### src/hdl/tone_pkg.sv
// Package: constants and carrier types for the serial tone divider program block
package tone_pkg;

    // ------------------------------------------------------------
    // Program word layout
    // ------------------------------------------------------------
    localparam int WORD_BITS     = 32;
    localparam int TONE_LSB      = 0;
    localparam int TONE_BITS     = 16;
    localparam int SAMPLE_LSB    = 16;
    localparam int SAMPLE_BITS   = 12;
    localparam int ATTEN_LSB     = 28;
    localparam int ATTEN_BITS    = 4;
    localparam int SYNC_STAGES   = 2;

    // ------------------------------------------------------------
    // Reset values
    // ------------------------------------------------------------
    localparam logic [WORD_BITS-1:0]   WORD_RESET   = 32'h0000_0000;
    localparam logic [TONE_BITS-1:0]   TONE_RESET   = 16'h0000;
    localparam logic [SAMPLE_BITS-1:0] SAMPLE_RESET = 12'h000;
    localparam logic [ATTEN_BITS-1:0]  ATTEN_RESET  = 4'h0;

    // ------------------------------------------------------------
    // Carrier types
    // ------------------------------------------------------------
    typedef struct packed {
        logic write_select_n;
        logic bit_shift_clock;
        logic serial_data;
    } serial_pins_t;

    typedef struct packed {
        logic [ATTEN_BITS-1:0]  level_attenuation_field;
        logic [SAMPLE_BITS-1:0] sample_divisor_field;
        logic [TONE_BITS-1:0]   tone_divisor_field;
    } program_t;

    typedef struct packed {
        logic                  square_tone;
        logic                  sample_clock;
        logic [ATTEN_BITS-1:0] attenuation_db;
    } tone_out_t;

endpackage

### src/hdl/clock_divider.sv
// Programmable divider: one-cycle tick every divisor cycles of clk
`timescale 1ns/1ps
module clock_divider #(
    parameter int WIDTH = 16
) (
    input  wire logic             clk,
    input  wire logic             resetn,
    input  wire logic [WIDTH-1:0] divisor,
    output logic                  tick
);
    logic [WIDTH-1:0] count_q;

    // ------------------------------------------------------------
    // Down counter
    // ------------------------------------------------------------
    // Divisor 0 holds the tick low: a stopped output, not a runaway one
    always_ff @(posedge clk or negedge resetn) begin
        if (!resetn) begin
            count_q <= '0;
            tick    <= 1'b0;
        end else if (divisor == '0) begin
            count_q <= '0;
            tick    <= 1'b0;
        end else if (count_q == '0 || count_q >= divisor) begin
            count_q <= divisor - WIDTH'(1);
            tick    <= 1'b1;
        end else begin
            count_q <= count_q - WIDTH'(1);
            tick    <= 1'b0;
        end
    end
endmodule

### src/hdl/tone_program.sv
// Serial program port, latches and tone/sample dividers of the tone generator core
`timescale 1ns/1ps
// Summary of operation
// - Configuration arrives as one 32-bit serial word into a shift register.
// - Each shift clock pulse while write-select is low moves exactly one data bit into the register.
// - Write-select rising edge after 32 bits copies shift register into latches.
// - Tone divider divides master clock by latched bits 0 to 15.
// - Divide-by-two stage follows tone divider giving even duty square tone.
// - Separate second counter produces the filter sampling clock.
// - Attenuation has 16 settings of 1 dB, from bits 28 upward.
// - Bits 28..31 weigh 1, 2, 4, 8 dB; zero means none.
module tone_program
    import tone_pkg::*;
(
    input  wire logic                    clk,
    input  wire logic                    resetn,
    input  wire tone_pkg::serial_pins_t  pins,
    output tone_pkg::tone_out_t          tone_out,
    output tone_pkg::program_t           program_word,
    output logic                         word_loaded
);
    import tone_pkg::*;

    // ------------------------------------------------------------
    // Port state machine type
    // ------------------------------------------------------------
    // Idle: select high; wait: select low, shift clock not yet low;
    // shift: collecting bits; full: a whole word sits in the register
    typedef enum logic [3:0] {
        PORT_IDLE  = 4'b0001,
        PORT_WAIT  = 4'b0010,
        PORT_SHIFT = 4'b0100,
        PORT_FULL  = 4'b1000
    } port_state_t;

    // ------------------------------------------------------------
    // Signals
    // ------------------------------------------------------------
    serial_pins_t                  sync1_q;
    serial_pins_t                  sync2_q;
    serial_pins_t                  prev_q;
    port_state_t                   state_q;
    port_state_t                   state_d;
    logic                          shift_rise;
    logic                          select_rise;
    logic                          shift_take;
    logic                          last_bit;
    logic [WORD_BITS-1:0]          shift_q;
    logic [5:0]                    count_q;
    program_t                      latch_q;
    logic                          loaded_q;
    logic                          tone_tick;
    logic                          sample_tick;
    logic                          square_q;
    logic                          sample_q;

    // ------------------------------------------------------------
    // Helper functions
    // ------------------------------------------------------------
    // Rising edge between two synchronised samples of one pin
    function automatic logic rose(input logic now_level, input logic old_level);
        return now_level & ~old_level;
    endfunction

    // Splits a complete shift register image into the latched fields
    function automatic program_t split_word(input logic [WORD_BITS-1:0] word);
        program_t fields;
        fields.tone_divisor_field      = word[TONE_LSB +: TONE_BITS];
        fields.sample_divisor_field    = word[SAMPLE_LSB +: SAMPLE_BITS];
        fields.level_attenuation_field = word[ATTEN_LSB +: ATTEN_BITS];
        return fields;
    endfunction

    // ------------------------------------------------------------
    // Input synchronisers
    // ------------------------------------------------------------
    // Pins come from another party's logic, so two flops before any use
    always_ff @(posedge clk or negedge resetn) begin
        if (!resetn) begin
            sync1_q <= serial_pins_t'(3'b100);
            sync2_q <= serial_pins_t'(3'b100);
            prev_q  <= serial_pins_t'(3'b100);
        end else begin
            sync1_q <= pins;
            sync2_q <= sync1_q;
            prev_q  <= sync2_q;
        end
    end

    // Shift clock rise only counts while write-select is low
    assign shift_rise  = rose(sync2_q.bit_shift_clock, prev_q.bit_shift_clock)
                       & ~sync2_q.write_select_n;
    assign select_rise = rose(sync2_q.write_select_n, prev_q.write_select_n);

    // Bits count only once the start condition has been seen
    assign shift_take = shift_rise & (state_q == PORT_SHIFT || state_q == PORT_FULL);
    assign last_bit   = shift_take && count_q == 6'(WORD_BITS - 1);

    // ------------------------------------------------------------
    // Port state machine
    // ------------------------------------------------------------
    // A clock already high when select falls would fake a first bit
    always_comb begin
        state_d = state_q;
        case (state_q)
            PORT_IDLE: begin
                if (!sync2_q.write_select_n && sync2_q.bit_shift_clock) begin
                    state_d = PORT_WAIT;
                end else if (!sync2_q.write_select_n) begin
                    state_d = PORT_SHIFT;
                end
            end
            PORT_WAIT: begin
                if (sync2_q.write_select_n) begin
                    state_d = PORT_IDLE;
                end else if (!sync2_q.bit_shift_clock) begin
                    state_d = PORT_SHIFT;
                end
            end
            PORT_SHIFT: begin
                if (sync2_q.write_select_n) begin
                    state_d = PORT_IDLE;
                end else if (last_bit) begin
                    state_d = PORT_FULL;
                end
            end
            PORT_FULL: begin
                if (sync2_q.write_select_n) begin
                    state_d = PORT_IDLE;
                end
            end
            default: begin
                state_d = PORT_IDLE;
            end
        endcase
    end

    always_ff @(posedge clk or negedge resetn) begin
        if (!resetn) begin
            state_q <= PORT_IDLE;
        end else begin
            state_q <= state_d;
        end
    end

    // ------------------------------------------------------------
    // Shift register
    // ------------------------------------------------------------
    // Bit 0 goes first, so new bits enter at the top and move down
    always_ff @(posedge clk or negedge resetn) begin
        if (!resetn) begin
            shift_q <= WORD_RESET;
        end else if (shift_take) begin
            shift_q <= {sync2_q.serial_data, shift_q[WORD_BITS-1:1]};
        end
    end

    // Counts bits since the sequence opened; saturates so extra pulses are harmless
    always_ff @(posedge clk or negedge resetn) begin
        if (!resetn) begin
            count_q <= 6'h00;
        end else if (state_q == PORT_IDLE) begin
            count_q <= 6'h00;
        end else if (shift_take && count_q != 6'(WORD_BITS)) begin
            count_q <= count_q + 6'h01;
        end
    end

    // ------------------------------------------------------------
    // Program latches
    // ------------------------------------------------------------
    // A short word is discarded so the dividers never see a half-shifted value
    always_ff @(posedge clk or negedge resetn) begin
        if (!resetn) begin
            latch_q  <= program_t'({ATTEN_RESET, SAMPLE_RESET, TONE_RESET});
            loaded_q <= 1'b0;
        end else begin
            loaded_q <= 1'b0;
            if (select_rise && state_q == PORT_FULL) begin
                latch_q  <= split_word(shift_q);
                loaded_q <= 1'b1;
            end
        end
    end

    // ------------------------------------------------------------
    // Dividers
    // ------------------------------------------------------------
    clock_divider #(.WIDTH(TONE_BITS)) tone_div (
        .clk     (clk),
        .resetn  (resetn),
        .divisor (latch_q.tone_divisor_field),
        .tick    (tone_tick)
    );

    clock_divider #(.WIDTH(SAMPLE_BITS)) sample_div (
        .clk     (clk),
        .resetn  (resetn),
        .divisor (latch_q.sample_divisor_field),
        .tick    (sample_tick)
    );

    // Toggle stages: the divide-by-two makes both outputs symmetrical
    always_ff @(posedge clk or negedge resetn) begin
        if (!resetn) begin
            square_q <= 1'b0;
        end else if (tone_tick) begin
            square_q <= ~square_q;
        end
    end

    always_ff @(posedge clk or negedge resetn) begin
        if (!resetn) begin
            sample_q <= 1'b0;
        end else if (sample_tick) begin
            sample_q <= ~sample_q;
        end
    end

    // ------------------------------------------------------------
    // Outputs
    // ------------------------------------------------------------
    // Binary field is the dB figure directly: weights 1, 2, 4, 8
    assign tone_out     = '{square_tone:    square_q,
                            sample_clock:   sample_q,
                            attenuation_db: latch_q.level_attenuation_field};
    assign program_word = latch_q;
    assign word_loaded             = loaded_q;
endmodule

### config.mk
export PLATFORM = sky130hd
export DESIGN_NAME = tone_program
export DESIGN_NICKNAME = d
export VERILOG_FILES = /design/src/hdl/tone_pkg.sv /design/src/hdl/clock_divider.sv /design/src/hdl/tone_program.sv
export SDC_FILE = /design/constraint.sdc
export NUM_CORES = 1
export LEC_CHECK = 0
export BUFFER_PORTS_ARGS = -buffer_cell sky130_fd_sc_hd__buf_2
export CAP_MARGIN = 5
export CORE_UTILIZATION = 65
export CTS_CLUSTER_DIAMETER = 200
export CTS_CLUSTER_SIZE = 20
export DETAILED_ROUTE_END_ITERATION = 6
export GPL_ROUTABILITY_DRIVEN = 1
export PLACE_DENSITY = 0.87
export SETUP_SLACK_MARGIN = 0.05
export SLEW_MARGIN = 10
export SYNTH_ARGS = -nofsm -noshare
export SYNTH_HDL_FRONTEND = slang
export SYNTH_SLANG_ARGS = --single-unit
export TNS_END_PERCENT = 100
### constraint.sdc
create_clock -name clk -period 6.66 [get_ports clk]
set_input_delay 1.332 -clock clk [delete_from_list [all_inputs] [get_ports clk]]
set_output_delay 1.332 -clock clk [all_outputs]
set_load 0.005 [all_outputs]
==> flow_metrics.tcl <==
set metrics [dict create \
    outcome "finished, violations left" \
    violations "DRC" \
    num_rows 34 \
    setup_ws_final_ns 2.780 \
    finish.net_count 668 \
    powerDensity_nw_per_um2 237.2 \
    place.gp.congestion 0.9390 \
    tightestPinTransition_ns 1.148 \
    final.period_utilization_pct 58.25 \
    power.switching_fraction_pct 23.41 \
    floorplan.die_area_sq_um 9539 \
    post_synth_main_area_contributors "dfrtp_1, ha_1, mux2_2" \
    setup.worst_path.end_class "flop" \
    hp-class "flop to flop" \
    vert_die_dim_microns 97.67 \
    post_cts_resized 0 \
    ys_seq_elements 115 \
    post_cts_hold_buffer_count 0 \
    final.setup_skew_ns 0.009919 \
    hold_vio_cnt_final 0 \
    period_minus_slack_ns 3.880 \
    gr-total-overflow 0 \
    mappedNetlistNets 627 \
    drcViolationCount 4 \
    routed-via-count 4640 \
    seq_cell_area_sq_um 2883 \
    synth_largest_type_area_fraction_pct 46.69 \
    grt_max_degree 77 \
    reg_clk_slew_reported_paths_ns 0.06 \
    worst_hold_path.num_cells 0 \
    dp_worst_setup_slack_ns 2.867 \
    setup_viol 0 \
    place.detailed.hpwl_mm 8.700 \
    post-route-util_pct 76.78 \
    worstSkewPairLatency_ns 0.52 \
    cts_root_buffer "clkbuf_8" \
    via_per_inst 6.170 \
    floorplan.core_area_sq_um 8806 \
    slew-limit-headroom_pct 22.36 \
    initial_core_util_pct 67.56 \
    area.growth.synth_to_final_pct 13.65 \
    cpPeakStageDelay_ns 0.59 \
    net-switching-power_uw 375.4 \
    final-max-slew-violation-count 0 \
    post_synth_num_cell_types 53 \
    critical_path_peak_fanout 11 \
    comb_power_share_pct 2.5 \
    grt.total_usage_pct 30.49 \
    port_buffers 43 \
    ys.flop_type "dfrtp_1" \
    first_global_vias 4561 \
    insertedDiodeCount 0 \
    crit_chain "inv_1 > ha_1 > nor3b_1 > nor2_1 > o311ai_0 > nand4_2 > nor2_1 > a21oi_1 > ha_1 > and3_1 > nand2_1 > nor4_1 > xnor2_1 > a211oi_1" \
    p_leak_uw 0.003399 \
    mostFrequentLayoutCell "dfrtp_1" \
    multi_input_comb_area_sq_um 2806 \
    path_class "flop to flop" \
    nFillCells 557 \
    grt_setup_unrepaired "no" \
    internal-power_uw 1228 \
    synth.cell_area_sq_um 5949 \
    number_of_enable_flip_flop_cells_after_synthesis 0 \
    syn-instance-count 590 \
    required_time_at_the_endpoint_of_the_critical_path_ns 7.08 \
    critical_path_cell_count 14 \
    first_iter_violations 291 \
    ys_warn_count 0 \
    clock_sinks 115 \
    cts_inserted_buffers 17 \
    whs_ns 0.3537 \
    antenna_found_initial 0 \
    total_power_uw 1604 \
    post-cts-setup-buffers 0 \
    avgSynthCellArea_sq_um 10.08 \
    postSynth.asyncResetShare_pct 100.0 \
    io-pin-count 44 \
    firstDrtPassIters 7 \
    max-vdd-ir-drop_mv 0.1669 \
    grt_first_pass_wirelength_mm 22.42 \
    ant_nets 0 \
    mostFrequentLayoutCells "dfrtp_1, nand2_1, nor2_1" \
    dieWidth_microns 97.67 \
    timing.critical_path.max_delay_family "simple AND/OR/NAND/NOR gates" \
    drt-wirelength-per-cell_microns 17.61 \
    sequential_cell_area_fraction_in_the_yosys_report_pct 48.45 \
    cts_tree "done" \
    fin_setup_tns_ns 0 \
    worst_ep_arrival_time_ns 4.30 \
    pwr-share-seq_pct 44.8 \
    reg2reg_depth 14 \
    clock_power_share_pct 52.7 \
    fmax_mhz 257.8 \
    startpoint_type_of_the_worst_setup_path "flop" \
    max-cap-violations 0 \
    critPathSlowestCell "nor2_1" \
    max-clock-path-buffers 2 \
    path_buf_inv 1 \
    htreeDepth 4 \
    post_route_cells_drive_above_1_share_pct 19.72 \
    total_wirelength_of_the_detailed_routed_design_mm 13.24 \
    netlist.top_cell.by_area "dfrtp_1" \
]
==> worst reg2reg max path: cells and delay by family, from the launching register on <==
kind / cells / cell delay [ns]
compound gates: 3 / 0.89
xor+xnor: 1 / 0.14
fa+ha+maj: 2 / 0.61
buf+inv: 1 / 0.07
flops: 1 / 0.43
simple gates: 7 / 1.62
==> cell type report <==
class                      instances  area share (%)
clock buffer                      18           6.329
sequential                       115           42.64
timing repair buffer              48           3.775
tap                              108           1.999
multi-input combinational        416           41.51
clock inverter                    14           1.925
inverter                          33           1.832
==> cells in the mapped netlist, types with 3 or more instances <==
cell type  number
or3_1           4
xor2_1         14
dfstp_2         4
nand2_1        71
xnor2_1        30
inv_1          33
nor4_1         15
nor2b_1         5
buf_1           3
nor3_1         22
o21ai_0        37
buf_4           7
nand4_1         7
buf_2           4
mux2_2         33
mux2i_1         5
nor4b_1         3
nand2b_1        5
nand3_1        10
dfrtp_1       111
a21oi_1        22
a211oi_1       19
or2_2           3
nor2_1         43
clkbuf_1       11
ha_1           32
a21o_1          4
==> final timing paths <==
kind	startpoint	endpoint	slack, ns
max in group asynchronous	resetn	sync2_q[2]	4.60
hold reg to reg	sync1_q[1]	sync2_q[1]	0.35
setup / recovery	tone_div.count_q[0]	tone_div.count_q[12]	2.78
hold / removal	sync1_q[1]	sync2_q[1]	0.35
setup reg to reg	tone_div.count_q[0]	tone_div.count_q[12]	2.78
min in group asynchronous	resetn	sample_div.count_q[8]	0.93
==> cell families (layout without fill, tap and decap cells) <==
family | count (synthesis) | after routing | share of synthesized area, %
fa+ha+maj | 32 | 32 | 6.730
flops | 115 | 115 | 48.45
mux | 38 | 38 | 7.087
compound gates | 99 | 99 | 10.18
xor+xnor | 44 | 44 | 6.477
buf+inv | 59 | 113 | 4.374
simple gates | 203 | 203 | 16.70
==> layer usage <==
layer | part of all wire (%) | GRT usage (%) | vias to the layer above
met5 | 0 | 0 | -
met4 | 2.7 | 14.34 | 0
met3 | 6.1 | 7.698 | 39
met2 | 49 | 49.21 | 169
met1 | 42 | 38.68 | 2272
li1 | - | - | 2160
==> sequential cells by signal, summed over array words and instances, names as in the netlist <==
signal	cells
word_loaded	1
prev_q	2
sync2_q	3
shift_q	32
sample_q	1
state_q	4
sample_div.count_q	12
square_q	1
program_word	32
sync1_q	3
tone_div.tick	1
sample_div.tick	1
count_q	6
tone_div.count_q	16
==> through the flow <==
| step | instance area [sq um] | cells |
|---|---|---|
| global route | 6761 | 752 |
| global placement | 6203 | 720 |
| floorplan | 5949 | 590 |
| finish | 6761 | 752 |
| detailed placement | 6203 | 720 |
| CTS | 6761 | 752 |
==> power by group through the flow <==
stage                     Combinational (uW)  Clock, uW  Sequential [uW]
final                                   40.4        846              718
after global routing                    46.6        891              719
after CTS                               41.8        854              718
after detailed placement                40.8          0              730
after global placement                  39.1          0              729
after floorplan                         23.2          0              725
(Power assumes the default switching activity.)
